--- src/rtl/mmport_cfg.svh ---
`ifndef MMPORT_CFG_SVH
`define MMPORT_CFG_SVH

`define MMP_ADDR_W 13
`define MMP_DATA_W 8
`define MMP_OUT_PORT_OFS 13'h0000
`define MMP_IN_PORT_OFS 13'h0001
`define MMP_RAM_BASE 13'h0050
`define MMP_RAM_BYTES 176
`define MMP_PAGE_HI_LSB 8
`define MMP_OUT_PORT_RST 8'h00
`define MMP_RAM_RST 8'h00
`define MMP_UNMAPPED_RD 8'h00
`define MMP_BUS_DIV 2
`define MMP_CORE_PERIOD_NS 8
`define MMP_BUS_CYC_MAX_NS 500
`define MMP_BUS_CYC_MAX_CYC (`MMP_BUS_CYC_MAX_NS / `MMP_CORE_PERIOD_NS)

`endif

--- src/rtl/mmport_pkg.sv ---
`include "mmport_cfg.svh"

package mmport_pkg;

    typedef enum logic {
        PH_FIRST = 1'b0,
        PH_SECOND = 1'b1
    } phase_t;

    typedef enum logic [1:0] {
        RGN_NONE = 2'h0,
        RGN_OUT = 2'h1,
        RGN_IN = 2'h3,
        RGN_RAM = 2'h2
    } region_t;

    typedef struct packed {
        phase_t phase;
        logic bus_clk;
        logic rd_ack;
        logic [`MMP_DATA_W-1:0] rdata;
    } top_state_t;

    typedef struct packed {
        logic [`MMP_RAM_BYTES-1:0][`MMP_DATA_W-1:0] mem;
    } ram_state_t;

    typedef struct packed {
        logic [`MMP_DATA_W-1:0] in_meta;
        logic [`MMP_DATA_W-1:0] in_sync;
        logic [`MMP_DATA_W-1:0] out_latch;
    } port_state_t;

endpackage : mmport_pkg

--- src/rtl/cell_bus_if.sv ---
`include "mmport_cfg.svh"

interface cell_bus_if;
    logic [`MMP_DATA_W-1:0] wdata;
    logic [7:0] ram_idx;
    logic ram_wr;
    logic out_wr;
    logic [`MMP_DATA_W-1:0] ram_rdata;
    logic [`MMP_DATA_W-1:0] out_q;
    logic [`MMP_DATA_W-1:0] in_q;

    modport ctrl (
        output wdata, ram_idx, ram_wr, out_wr,
        input ram_rdata, out_q, in_q
    );
    modport ram (
        input wdata, ram_idx, ram_wr,
        output ram_rdata
    );
    modport port (
        input wdata, out_wr,
        output out_q, in_q
    );
endinterface : cell_bus_if

--- src/rtl/ram_bank.sv ---
`include "mmport_cfg.svh"

module ram_bank (
    input wire logic core_clk_i,
    input wire logic rstn_i,
    cell_bus_if.ram cb
);
    mmport_pkg::ram_state_t s_reg;
    mmport_pkg::ram_state_t s_next;
    logic [`MMP_RAM_BYTES-1:0][`MMP_DATA_W-1:0] mem_d;

    // One write-enabled latch byte per location
    for (genvar i = 0; i < `MMP_RAM_BYTES; i++) begin : g_byte
        assign mem_d[i] = (cb.ram_wr && cb.ram_idx == 8'(i)) ? cb.wdata : s_reg.mem[i];
    end

    always_comb begin
        s_next = s_reg;
        s_next.mem = mem_d;
    end

    always_ff @(posedge core_clk_i) begin
        if (!rstn_i) begin
            s_reg <= {`MMP_RAM_BYTES{`MMP_RAM_RST}};
        end else begin
            s_reg <= s_next;
        end
    end

    // Index guard keeps an out-of-range index from reading X
    assign cb.ram_rdata = (cb.ram_idx < 8'(`MMP_RAM_BYTES)) ? s_reg.mem[cb.ram_idx] : `MMP_UNMAPPED_RD;

    ram_byte_store_a: assert property (@(posedge core_clk_i) disable iff (!rstn_i)
        cb.ram_wr |=> s_reg.mem[$past(cb.ram_idx)] == $past(cb.wdata))
        else $error("RAM byte not stored");
    ram_byte_hold_a: assert property (@(posedge core_clk_i) disable iff (!rstn_i)
        !cb.ram_wr |=> $stable(s_reg.mem))
        else $error("RAM changed without write");
endmodule : ram_bank

--- src/rtl/io_port.sv ---
`include "mmport_cfg.svh"

module io_port (
    input wire logic core_clk_i,
    input wire logic rstn_i,
    input wire logic [`MMP_DATA_W-1:0] in_pins_i,
    output logic [`MMP_DATA_W-1:0] out_pins_o,
    cell_bus_if.port cb
);
    mmport_pkg::port_state_t s_reg;
    mmport_pkg::port_state_t s_next;

    always_comb begin
        s_next = s_reg;
        // Pins are asynchronous: two flops before the bus sees them
        s_next.in_meta = in_pins_i;
        s_next.in_sync = s_reg.in_meta;
        if (cb.out_wr) begin
            s_next.out_latch = cb.wdata;
        end
    end

    always_ff @(posedge core_clk_i) begin
        if (!rstn_i) begin
            s_reg <= '{in_meta: '0, in_sync: '0, out_latch: `MMP_OUT_PORT_RST};
        end else begin
            s_reg <= s_next;
        end
    end

    assign out_pins_o = s_reg.out_latch;
    assign cb.out_q = s_reg.out_latch;
    assign cb.in_q = s_reg.in_sync;

    out_latch_load_a: assert property (@(posedge core_clk_i) disable iff (!rstn_i)
        cb.out_wr |=> out_pins_o == $past(cb.wdata))
        else $error("Output latch missed write");
    out_latch_hold_a: assert property (@(posedge core_clk_i) disable iff (!rstn_i)
        !cb.out_wr |=> $stable(out_pins_o))
        else $error("Output pins moved without write");
endmodule : io_port

--- src/rtl/memory_mapped_port_bits.sv ---
// How it works
// - A write to a RAM byte stores it; it holds until rewritten.
// - A read of a RAM byte returns the stored value through the read mux.
// - A read of the input port returns the synchronised pin levels.
// - A write to the input port changes nothing.
// - A write to the output port latches data and drives it on the pins.
// - A read of the output port returns the latch, not the pin levels.
// - Every location and port is one byte; the bit cell repeats eight times.
// - Thirteen address lines decode 8192 locations, zero first, all ones last.
// - Direct addressing reaches the first 256 locations with upper byte zero.
// - All I/O and the 176 RAM bytes decode inside the first 256 locations.
// - Bus clock is the core clock divided by two.
// - Every read or write completes within one bus clock cycle.
`include "mmport_cfg.svh"

module memory_mapped_port_bits (
    input wire logic core_clk_i,
    input wire logic rstn_i,
    input wire logic [`MMP_ADDR_W-1:0] addr_i,
    input wire logic [`MMP_DATA_W-1:0] wdata_i,
    input wire logic rd_i,
    input wire logic wr_i,
    input wire logic [`MMP_DATA_W-1:0] in_pins_i,
    output logic [`MMP_DATA_W-1:0] rdata_o,
    output logic rd_ack_o,
    output logic bus_clk_o,
    output logic [`MMP_DATA_W-1:0] out_pins_o
);
    mmport_pkg::top_state_t s_reg;
    mmport_pkg::top_state_t s_next;
    mmport_pkg::region_t region;
    cell_bus_if cb ();

    logic page_zero;
    logic take;
    logic rd_take;
    logic wr_take;
    logic [`MMP_DATA_W-1:0] rd_mux;

    // Address decode
    always_comb begin
        // Direct page: upper address bits must be zero
        page_zero = (addr_i[`MMP_ADDR_W-1:`MMP_PAGE_HI_LSB] == '0);
        region = mmport_pkg::RGN_NONE;
        if (page_zero) begin
            if (addr_i == `MMP_OUT_PORT_OFS) begin
                region = mmport_pkg::RGN_OUT;
            end else if (addr_i == `MMP_IN_PORT_OFS) begin
                region = mmport_pkg::RGN_IN;
            end else if (addr_i >= `MMP_RAM_BASE) begin
                region = mmport_pkg::RGN_RAM;
            end
        end
    end

    // Requests are taken once per bus cycle, at its second half
    always_comb begin
        take = (s_reg.phase == mmport_pkg::PH_SECOND);
        // A read wins if the core raises both strobes
        rd_take = take && rd_i;
        wr_take = take && wr_i && !rd_i;
    end

    // Strobes reach only the addressed cells
    always_comb begin
        cb.wdata = wdata_i;
        cb.ram_idx = 8'(addr_i - `MMP_RAM_BASE);
        cb.ram_wr = wr_take && (region == mmport_pkg::RGN_RAM);
        cb.out_wr = wr_take && (region == mmport_pkg::RGN_OUT);
        // RGN_IN has no write strobe at all
    end

    // Read-enabled mux onto the data bus
    always_comb begin
        unique case (region)
            mmport_pkg::RGN_RAM: rd_mux = cb.ram_rdata;
            mmport_pkg::RGN_IN: rd_mux = cb.in_q;
            mmport_pkg::RGN_OUT: rd_mux = cb.out_q;
            mmport_pkg::RGN_NONE: rd_mux = `MMP_UNMAPPED_RD;
        endcase
    end

    always_comb begin
        s_next = s_reg;
        // Divide by two
        unique case (s_reg.phase)
            mmport_pkg::PH_FIRST: s_next.phase = mmport_pkg::PH_SECOND;
            mmport_pkg::PH_SECOND: s_next.phase = mmport_pkg::PH_FIRST;
        endcase
        s_next.bus_clk = (s_next.phase == mmport_pkg::PH_SECOND);
        s_next.rd_ack = rd_take;
        // Last read data stays on the bus until the next read
        if (rd_take) begin
            s_next.rdata = rd_mux;
        end
    end

    always_ff @(posedge core_clk_i) begin
        if (!rstn_i) begin
            s_reg <= '{phase: mmport_pkg::PH_FIRST, bus_clk: 1'b0, rd_ack: 1'b0, rdata: `MMP_UNMAPPED_RD};
        end else begin
            s_reg <= s_next;
        end
    end

    assign rdata_o = s_reg.rdata;
    assign rd_ack_o = s_reg.rd_ack;
    assign bus_clk_o = s_reg.bus_clk;

    ram_bank u_ram (
        .core_clk_i(core_clk_i),
        .rstn_i(rstn_i),
        .cb(cb.ram)
    );

    io_port u_port (
        .core_clk_i(core_clk_i),
        .rstn_i(rstn_i),
        .in_pins_i(in_pins_i),
        .out_pins_o(out_pins_o),
        .cb(cb.port)
    );

    // Helper: ticks since last read acknowledge, saturating
    logic [7:0] since_ack;
    always_ff @(posedge core_clk_i) begin
        if (!rstn_i || rd_ack_o) begin
            since_ack <= 8'h00;
        end else if (since_ack != 8'hFF) begin
            since_ack <= since_ack + 8'h01;
        end
    end

    // Helper: cycles a request has waited untaken, saturating
    logic [7:0] req_age;
    always_ff @(posedge core_clk_i) begin
        if (!rstn_i || !(rd_i || wr_i) || take) begin
            req_age <= 8'h00;
        end else if (req_age != 8'hFF) begin
            req_age <= req_age + 8'h01;
        end
    end

    ram_read_path_a: assert property (@(posedge core_clk_i) disable iff (!rstn_i)
        rd_take && region == mmport_pkg::RGN_RAM
        |=> rd_ack_o && rdata_o == $past(cb.ram_rdata))
        else $error("RAM read returned wrong byte");

    in_read_path_a: assert property (@(posedge core_clk_i) disable iff (!rstn_i)
        rd_i && addr_i == `MMP_IN_PORT_OFS && take
        |=> rdata_o == $past(in_pins_i, 3))
        else $error("Input port read mismatch");

    in_write_ignored_a: assert property (@(posedge core_clk_i) disable iff (!rstn_i)
        wr_i && !rd_i && addr_i == `MMP_IN_PORT_OFS
        |-> !cb.ram_wr && !cb.out_wr ##1 $stable(out_pins_o))
        else $error("Input port write had an effect");

    out_readback_a: assert property (@(posedge core_clk_i) disable iff (!rstn_i)
        rd_take && addr_i == `MMP_OUT_PORT_OFS
        |=> rdata_o == $past(out_pins_o))
        else $error("Output readback not from latch");

    out_write_drive_a: assert property (@(posedge core_clk_i) disable iff (!rstn_i)
        wr_take && addr_i == `MMP_OUT_PORT_OFS
        |=> out_pins_o == $past(wdata_i) ##1 out_pins_o == $past(wdata_i, 2) || cb.out_wr)
        else $error("Output port not driven by write");

    last_loc_unmapped_a: assert property (@(posedge core_clk_i) disable iff (!rstn_i)
        rd_take && addr_i == 13'h1FFF
        |=> rdata_o == `MMP_UNMAPPED_RD)
        else $error("Top location decoded as a cell");

    high_page_quiet_a: assert property (@(posedge core_clk_i) disable iff (!rstn_i)
        addr_i[`MMP_ADDR_W-1:`MMP_PAGE_HI_LSB] != '0
        |-> !cb.ram_wr && !cb.out_wr && region == mmport_pkg::RGN_NONE)
        else $error("Strobe outside first page");

    ram_window_a: assert property (@(posedge core_clk_i) disable iff (!rstn_i)
        cb.ram_wr |-> addr_i >= `MMP_RAM_BASE && addr_i <= 13'h00FF && cb.ram_idx < 8'(`MMP_RAM_BYTES))
        else $error("RAM strobe outside its window");

    strobe_one_hot_a: assert property (@(posedge core_clk_i) disable iff (!rstn_i)
        !(cb.ram_wr && cb.out_wr)
        && (!(cb.ram_wr || cb.out_wr) || (wr_i && take)))
        else $error("Stray write strobe");

    bus_clk_div_a: assert property (@(posedge core_clk_i) disable iff (!rstn_i)
        bus_clk_o |=> !bus_clk_o ##1 bus_clk_o)
        else $error("Bus clock not core divided by two");

    read_done_a: assert property (@(posedge core_clk_i) disable iff (!rstn_i)
        rd_i ##1 rd_i |=> rd_ack_o || $past(rd_ack_o))
        else $error("Read not done within one bus cycle");

    ack_spacing_a: assert property (@(posedge core_clk_i) disable iff (!rstn_i)
        rd_ack_o |-> ##1 !rd_ack_o ##1 since_ack == 8'h01)
        else $error("Read acknowledges closer than a bus cycle");

    ack_budget_a: assert property (@(posedge core_clk_i) disable iff (!rstn_i)
        rd_i
        |-> ##[1:2] rd_ack_o)
        else $error("Read exceeded bus cycle budget");

    ram_no_out_a: assert property (@(posedge core_clk_i) disable iff (!rstn_i)
        region == mmport_pkg::RGN_RAM
        |-> !cb.out_wr)
        else $error("Output strobe on a RAM address");

    ack_after_take_a: assert property (@(posedge core_clk_i) disable iff (!rstn_i)
        rd_take
        |=> rd_ack_o)
        else $error("Taken read not acknowledged");

    ack_from_take_a: assert property (@(posedge core_clk_i) disable iff (!rstn_i)
        rd_ack_o
        |-> $past(rd_take))
        else $error("Acknowledge without a taken read");

    rdata_hold_a: assert property (@(posedge core_clk_i) disable iff (!rstn_i)
        !rd_ack_o
        |-> $stable(rdata_o))
        else $error("Read data moved without acknowledge");

    in_no_strobe_a: assert property (@(posedge core_clk_i) disable iff (!rstn_i)
        region == mmport_pkg::RGN_IN
        |-> !cb.ram_wr && !cb.out_wr)
        else $error("Strobe on the input port address");

    req_budget_a: assert property (@(posedge core_clk_i) disable iff (!rstn_i)
        rd_i || wr_i
        |-> req_age < 8'(`MMP_BUS_CYC_MAX_CYC))
        else $error("Request waited past the bus cycle");

    first_loc_out_a: assert property (@(posedge core_clk_i) disable iff (!rstn_i)
        addr_i == 13'h0000
        |-> region == mmport_pkg::RGN_OUT)
        else $error("First location not the output port");

    ram_first_byte_a: assert property (@(posedge core_clk_i) disable iff (!rstn_i)
        addr_i == `MMP_RAM_BASE
        |-> region == mmport_pkg::RGN_RAM && cb.ram_idx == 8'h00)
        else $error("RAM base not RAM byte zero");

    ram_last_byte_a: assert property (@(posedge core_clk_i) disable iff (!rstn_i)
        addr_i == 13'h00FF
        |-> region == mmport_pkg::RGN_RAM && cb.ram_idx == 8'(`MMP_RAM_BYTES - 1))
        else $error("Page end not the last RAM byte");

    gap_unmapped_a: assert property (@(posedge core_clk_i) disable iff (!rstn_i)
        page_zero && addr_i > `MMP_IN_PORT_OFS && addr_i < `MMP_RAM_BASE
        |-> region == mmport_pkg::RGN_NONE)
        else $error("Gap address decoded as a cell");

    write_no_ack_a: assert property (@(posedge core_clk_i) disable iff (!rstn_i)
        wr_take
        |=> !rd_ack_o)
        else $error("Write raised read acknowledge");

    read_keeps_pins_a: assert property (@(posedge core_clk_i) disable iff (!rstn_i)
        rd_take
        |=> $stable(out_pins_o))
        else $error("Read moved the output pins");

    in_sync_path_a: assert property (@(posedge core_clk_i) disable iff (!rstn_i)
        rd_take && region == mmport_pkg::RGN_IN
        |=> rd_ack_o && rdata_o == $past(cb.in_q))
        else $error("Input read not from synchroniser");

    none_read_zero_a: assert property (@(posedge core_clk_i) disable iff (!rstn_i)
        rd_take && region == mmport_pkg::RGN_NONE
        |=> rdata_o == `MMP_UNMAPPED_RD)
        else $error("Unmapped read not idle value");

    strobe_bus_phase_a: assert property (@(posedge core_clk_i) disable iff (!rstn_i)
        !bus_clk_o
        |-> !cb.ram_wr && !cb.out_wr)
        else $error("Write strobe in low bus clock half");

    ram_idx_range_a: assert property (@(posedge core_clk_i) disable iff (!rstn_i)
        region == mmport_pkg::RGN_RAM
        |-> cb.ram_idx < 8'(`MMP_RAM_BYTES))
        else $error("RAM index out of range");

    ack_pulse_a: assert property (@(posedge core_clk_i) disable iff (!rstn_i)
        rd_ack_o
        |=> !rd_ack_o)
        else $error("Read acknowledge longer than a cycle");

    read_no_write_a: assert property (@(posedge core_clk_i) disable iff (!rstn_i)
        rd_take
        |-> !cb.ram_wr && !cb.out_wr)
        else $error("Write strobe during a read");

    out_write_strobe_a: assert property (@(posedge core_clk_i) disable iff (!rstn_i)
        wr_take && region == mmport_pkg::RGN_OUT
        |-> cb.out_wr && !cb.ram_wr)
        else $error("Output write not strobed");

    ram_write_strobe_a: assert property (@(posedge core_clk_i) disable iff (!rstn_i)
        wr_take && region == mmport_pkg::RGN_RAM
        |-> cb.ram_wr && !cb.out_wr)
        else $error("RAM write not strobed");
endmodule : memory_mapped_port_bits

--- config.mk ---
export PLATFORM = sky130hd
export DESIGN_NAME = memory_mapped_port_bits
export DESIGN_NICKNAME = d
export VERILOG_FILES = /design/src/rtl/mmport_pkg.sv /design/src/rtl/cell_bus_if.sv /design/src/rtl/ram_bank.sv /design/src/rtl/io_port.sv /design/src/rtl/memory_mapped_port_bits.sv
export VERILOG_INCLUDE_DIRS = /design/src /design/src/rtl
export SDC_FILE = /design/constraint.sdc
export NUM_CORES = 2
export LEC_CHECK = 0
export BUFFER_PORTS_ARGS = -buffer_cell sky130_fd_sc_hd__buf_2
export CAP_MARGIN = 25
export CORE_MARGIN = 2
export CORE_UTILIZATION = 25
export CTS_BUF_LIST = sky130_fd_sc_hd__clkbuf_8
export CTS_CLUSTER_SIZE = 24
export DETAILED_ROUTE_END_ITERATION = 7
export PLACE_DENSITY = 0.5
export SYNTH_ARGS = -nofsm -noshare
export SYNTH_HDL_FRONTEND = slang
export SYNTH_HIERARCHICAL = 1
export SYNTH_SLANG_ARGS = --single-unit
--- constraint.sdc ---
create_clock -name core_clk_i -period 3.7 [get_ports core_clk_i]
set_input_delay 0.925 -clock core_clk_i [delete_from_list [all_inputs] [get_ports core_clk_i]]
set_output_delay 0.925 -clock core_clk_i [all_outputs]
set_load 0.05 [all_outputs]
=== Word-level counts from Yosys, hierarchy flattened ===
Cells that the tools add are included.

* Latch bits: 0
* Bits in read-only memories: 0
* Memories kept: 0
* Input bits: 33
* Output and inout bits: 18
* Bits in writable memories: 0
* Logic and storage cells: 561
* Register bits: 1442

* Reductions and logical operators: 186
* Shift-type cells: 0
* Add/subtract/negate cells: 1
* Multipliers: 0
* Bitwise operators: 1
* $lt $le $gt $ge: 3
* Multiplexer cells: 9
* Equal/unequal tests: 179
* Divide/modulo/power cells: 0

{| class="wikitable"
|+ Operators with widths
! kind !! count
|-
| $eq 8x7->1 const B || 64
|-
| $eq 8x8->1 const B || 48
|-
| $eq 8x6->1 const B || 32
|-
| $logic_and 1x1->1 || 181
|-
| $eq 8x5->1 const B || 16
|-
| $bmux 8 s8 || 1
|-
| $eq 8x4->1 const B || 8
|-
| $eq 8x3->1 const B || 4
|-
| $pmux 8 s4 || 1
|-
| $eq 8x2->1 const B || 2
|-
| $mux 8 || 2
|-
| $eq 13x1->1 const B || 1
|-
| $ge 13x7->1 const B || 1
|-
| $logic_not 13->1 || 1
|-
| $lt 8x9->1 const B || 1
|-
| $eq 8x1->1 const B || 1
|-
| $logic_not 8->1 || 1
|-
| $lt 8x8->1 const B || 1
|-
| $mux 2 || 4
|-
| $sub 8x7->8 const B || 1
|-
| $logic_not 5->1 || 1
|-
| $eq 2x2->1 const B || 2
|-
| $eq 2x1->1 const B || 1
|-
| $logic_not 2->1 || 1
|-
| 3 further kinds || 3
|}

=== Longest topological paths before layout ===
* Depth after elaboration: 8
* Depth in mapped cells: 14
* Depth with buffers taken out: 10

=== Cells and area by module ===
The synthesis kept the hierarchy.

{| class="wikitable"
|+ By module, submodules not included
! module !! instances !! area an instance (sq um) !! cells each
|-
| ram_bank || 1 || 66133.4 || 7488
|-
| io_port || 1 || 792.0 || 67
|-
| memory_mapped_port_bits || 1 || 618.1 || 69
|}

=== Worst setup path after synthesis ===
Ideal clock, no wire load.

* Path type: input port to flip-flop
* Start point: in addr_i[12]
* End point: reg u_ram/s_reg[645] (netlist name)
* Buffers on the path: 2
* Data arrival time: 3.143 ns
* Required time: 3.578 ns
* Slack: 0.434 ns
* Stages: 11
* Path through: or4_1 -> nor2_1 -> nand4b_1 -> nor2_1 -> clkbuf_1 -> nand2_1 -> nor3_2 -> buf_2 -> nand2_1 -> nand2_1 -> a21boi_0

* Word-level cells in the longest chain between the ends: 8

{| class="wikitable"
|+ RTL lines
! what !! line !! text
|-
| from (decl) || memory_mapped_port_bits.sv:19 || <nowiki>input wire logic [`MMP_ADDR_W-1:0] addr_i,</nowiki>
|-
| $ge 13x7->1 (no line) || -- ||
|-
| $mux 2 || memory_mapped_port_bits.sv:50 || <nowiki>end else if (addr_i >= `MMP_RAM_BASE) begin</nowiki>
|-
| $mux 2 || memory_mapped_port_bits.sv:48 || <nowiki>end else if (addr_i == `MMP_IN_PORT_OFS) begin</nowiki>
|-
| $mux 2 || memory_mapped_port_bits.sv:46 || <nowiki>if (addr_i == `MMP_OUT_PORT_OFS) begin</nowiki>
|-
| $mux 2 (*) || memory_mapped_port_bits.sv:45 || <nowiki>if (page_zero) begin</nowiki>
|-
| $eq 2x2->1 (*) || memory_mapped_port_bits.sv:68 || <nowiki>cb.ram_wr = wr_take && (region == mmport_pkg::RGN_RAM);</nowiki>
|-
| $logic_and 1x1->1 (*) || memory_mapped_port_bits.sv:68 ||
|-
| named net cb.ram_wr || cell_bus_if.sv:6 || <nowiki>logic ram_wr;</nowiki>
|-
| $logic_and 1x1->1 (*) || ram_bank.sv:14 || <nowiki>assign mem_d[i] = (cb.ram_wr && cb.ram_idx == 8'(i)) ? cb.wdata : s_reg.mem[i];</nowiki>
|-
| to (signal assigned) || ram_bank.sv:24 || <nowiki>s_reg <= {`MMP_RAM_BYTES{`MMP_RAM_RST}};</nowiki>
|-
| to (signal assigned) || ram_bank.sv:26 || <nowiki>s_reg <= s_next;</nowiki>
|-
| to (decl) || ram_bank.sv:8 || <nowiki>mmport_pkg::ram_state_t s_reg;</nowiki>
|}

The timed path passes the listed nets; every way through them passes the cells marked *.
A chain may end at the register's enable or synchronous reset.

=== Final worst setup path ===
* Start point: in addr_i[0]
* End point: reg s_reg (netlist bit rdata_o[0])

{| class="wikitable"
|+ RTL lines
! what !! line !! text
|-
| $sub 8x7->8 (no line) (*) || -- ||
|-
| $bmux 8 s8 || ram_bank.sv:31 || <nowiki>assign cb.ram_rdata = (cb.ram_idx < 8'(`MMP_RAM_BYTES)) ? s_reg.mem[cb.ram_idx] : `MMP_UNMAPPED_RD;</nowiki>
|-
| $mux 8 (not written as such) || ram_bank.sv:31 ||
|-
| $mux 8 (no line) (*) || -- ||
|-
| named net cb.ram_rdata[0] || cell_bus_if.sv:8 || <nowiki>logic [`MMP_DATA_W-1:0] ram_rdata;</nowiki>
|-
| $pmux 8 s4 (*) || memory_mapped_port_bits.sv:75 || <nowiki>unique case (region)</nowiki>
|-
| to (signal assigned) || memory_mapped_port_bits.sv:100 || <nowiki>s_reg <= '{phase: mmport_pkg::PH_FIRST, bus_clk: 1'b0, rd_ack: 1'b0, rdata: `MMP_UNMAPPED_RD};</nowiki>
|-
| to (signal assigned) || memory_mapped_port_bits.sv:102 || <nowiki>s_reg <= s_next;</nowiki>
|-
| to (decl) || memory_mapped_port_bits.sv:29 || <nowiki>mmport_pkg::top_state_t s_reg;</nowiki>
|}

The timed path passes the listed nets; every way through them passes the cells marked *. The select of a mux whose other input is x is not followed.

==> impl_metrics.json <==
{
  "cp_max_fo": 24,
  "drv_slew": 0,
  "pin_count": 51,
  "synth_seq_cells": 1442,
  "postCtsSetupRepairBufs": 0,
  "die_area_um2": 274300,
  "fillCellCount": 27810,
  "syn_area_um2": 67540,
  "syn_to_final_growth_pct": 20.14,
  "seq_area_frac_synth_pct": 42.74,
  "fin_crit_sh_pct": 78.62,
  "layout_commonest_cell": "nand2_1",
  "powerDensity_nw_per_um2": 411.5,
  "crit_arrival_ns": 3.82,
  "outcome": "complete, no violations",
  "layout_common_cells": "nand2_1 (1557), dfxtp_1 (1442), a21boi_0 (1270)",
  "clock_path_buffers": 4,
  "timing.rr.end": "rdata_o[0]$_SDFFE_PN0P_",
  "p_leak_nw": 26.94,
  "portBuffers": 50,
  "fin_hold_ws_ns": 0.1137,
  "clock_latency_ns": 1.03,
  "crit_path_start_kind": "input port",
  "syn_inst": 7624,
  "reg2regPathDepth": 7,
  "routed_via_density": 5.118,
  "grt_pass1_vias": 58690,
  "cts_root_buf": "clkbuf_8",
  "wire_per_inst_um": 21.81,
  "cp.required_ns": 4.61,
  "rows": 190,
  "grt.total_usage_pct": 17.93,
  "synth_area_leaders": "dfxtp_1 (43%), a21boi_0 (14%), mux4_2 (9.0%), nand2_1 (8.7%), nand3_1 (5.5%)",
  "drc": 0,
  "final_nets": 7893,
  "ant_nets": 0,
  "drt_pre_antenna_iters": 6,
  "synth_edf_count": 0,
  "grt_max_degree": 276,
  "critPathLaunch": "addr_i[0]",
  "finalClockSkew_ns": 0.04417,
  "drt_iter0_markers": 5393,
  "clk_pin_slew_ns": 0.06,
  "cts_tree": "yes",
  "critPathKind": "in -> reg",
  "gp_congestion": 0.8848,
  "grt_overflow_total": 0,
  "die_w_um": 523.8,
  "drive_above_1_share_pct": 17.76,
  "synthDominantCellAreaShare_pct": 42.74,
  "max_freq_mhz": 343.8,
  "rsz0062_at_grt": "false",
  "r2r_start": "u_ram/s_reg[1336]$_SDFFE_PN0P_",
  "yosysTopAreaCell": "dfxtp_1",
  "post_cts_resized": 0,
  "htreeDepth": 5,
  "cts.sinks": 1442,
  "slew-limit-headroom_pct": 14.68,
  "finalHoldViolCount": 0,
  "synthFlopType": "dfxtp_1",
  "vdd_drop_max_uv": 303.7,
  "period_needed_ns": 2.909,
  "place_hpwl_um": 165900,
  "start_util_pct": 25.17,
  "num_vias": 59320,
  "grt_pass1_wl_um": 379400,
  "final_util_pct": 30.23,
  "largest_register_ffs": 1408,
  "synth_warnings": 6,
  "postSynthAreaPerCell_um2": 8.859,
  "routed_wl_um": 252800,
  "fp.dieH_um": 523.8,
  "finalPower_w": 0.03339,
  "drv_cap": 0,
  "cts_hold_buf": 0,
  "end_kind": "flip-flop",
  "setup_viol_count_final": 0,
  "endpoint": "rdata_o[0]$_SDFFE_PN0P_",
  "synth_nets": 7659,
  "antenna_found_initial": 1,
  "synth_cell_types": 55,
  "worst_pin_slew_ns": 1.280,
  "numCtsBuffers": 286,
  "hp-class": "in -> reg",
  "core-area_um2": 268400,
  "r2r_slack_ns": 1.02,
  "async_flop_share_pct": 0
}
-- synth_stat cells, drive strengths merged, types with 2 or more instances --
library cell	n
a311oi	2
xnor2	2
a211oi	4
nor2b	22
nand4	6
ha	2
nor3	9
o22ai	5
o21ai	662
a22oi	132
clkbuf	614
a22o	9
mux4	271
o2111ai	3
a21boi	1409
nor4	2
o41ai	16
nor3b	3
nor4b	2
mux2	3
o32ai	2
buf	172
dfxtp	1442
nor2	102
and2	26
a21o	8
a21oi	70
and3	4
nand2	1569
mux2i	289
inv	3
nand3	739
nand2b	9
-- per-layer routing --
metal | global-route usage (%) | vias up | share of wire [%] | routed length [um]
met5 | 0 | - | 0 | 0
met2 | 28.93 | 1934 | 46 | 117000
li1 | - | 27340 | - | -
met1 | 23.72 | 29600 | 44 | 111700
met4 | 7.897 | 0 | 4.3 | 10770
met3 | 2.571 | 440 | 5.3 | 13300
-- power breakdown --
group	internal (W)	switching (W)	total, W
logic	0.000830	0.00161	0.00244
registers	0.0155	0.00000334	0.0155
clock network	0.00839	0.00702	0.0154
-- through the flow --
stage	instance area, um2	setup TNS [ns]	worst slack [ns]	cells
after CTS	81130	0	0.6680	11590
after global routing	81140	0	0.7523	11590
after detailed placement	75890	-1.443	-0.2069	11120
after floorplan	67540	0	0.4343	7624
final	81150	0	0.7911	11590
after global placement	75890	-0.8143	-0.1805	11120
-- area by class of cell --
cell class,count,area (um2),area share (%)
antenna,2,5.005,0.006168
clock buffer,341,4693,5.784
clock inverter,125,553.0,0.6815
inverter,3,11.26,0.01388
multi-input combinational,5393,35650,43.94
sequential,1442,28870,35.58
tap,3552,4444,5.477
timing repair buffer,732,6919,8.527
-- worst min path at each step --
stage / slack (ns) / to / depth (start not counted) / start
2_1_floorplan: 0.41 / u_port/cb.in_q[0]$_SDFF_PN0_ / 1 / u_port/s_next[8]$_SDFF_PN0_
3_3_place_gp: 0.42 / u_port/cb.in_q[6]$_SDFF_PN0_ / 1 / u_port/s_next[14]$_SDFF_PN0_
3_5_place_dp: 0.42 / u_port/cb.in_q[1]$_SDFF_PN0_ / 1 / u_port/s_next[9]$_SDFF_PN0_
4_1_cts: 0.02 / u_port/s_next[9]$_SDFF_PN0_ / 2 / in_pins_i[1]
5_1_grt: 0.07 / u_port/s_next[13]$_SDFF_PN0_ / 2 / in_pins_i[5]
6_report: 0.11 / u_port/s_next[9]$_SDFF_PN0_ / 2 / in_pins_i[1]
-- worst max-delay path: stages --
cell and delay [ns]:
buf_8 0.27, buf_12 0.27, mux4_2 0.58, mux4_2 0.54, a22oi_1 0.26, buf_4 0.18
nand3_1 0.26, a211o_1 0.32, a21o_1 0.15
-- logic make-up after synthesis --
logic type      count (synthesis)  share of synthesized area, %
compound gates               2326                         23.19
simple gates                 2500                         15.69
mux                           563                         13.37
xor+xnor                        2                       0.02594
fa+ha+maj                       2                       0.03704
buf+inv                       789                         4.946
flops                        1442                         42.74
No activity file was read; power rests on OpenSTA's default activity.
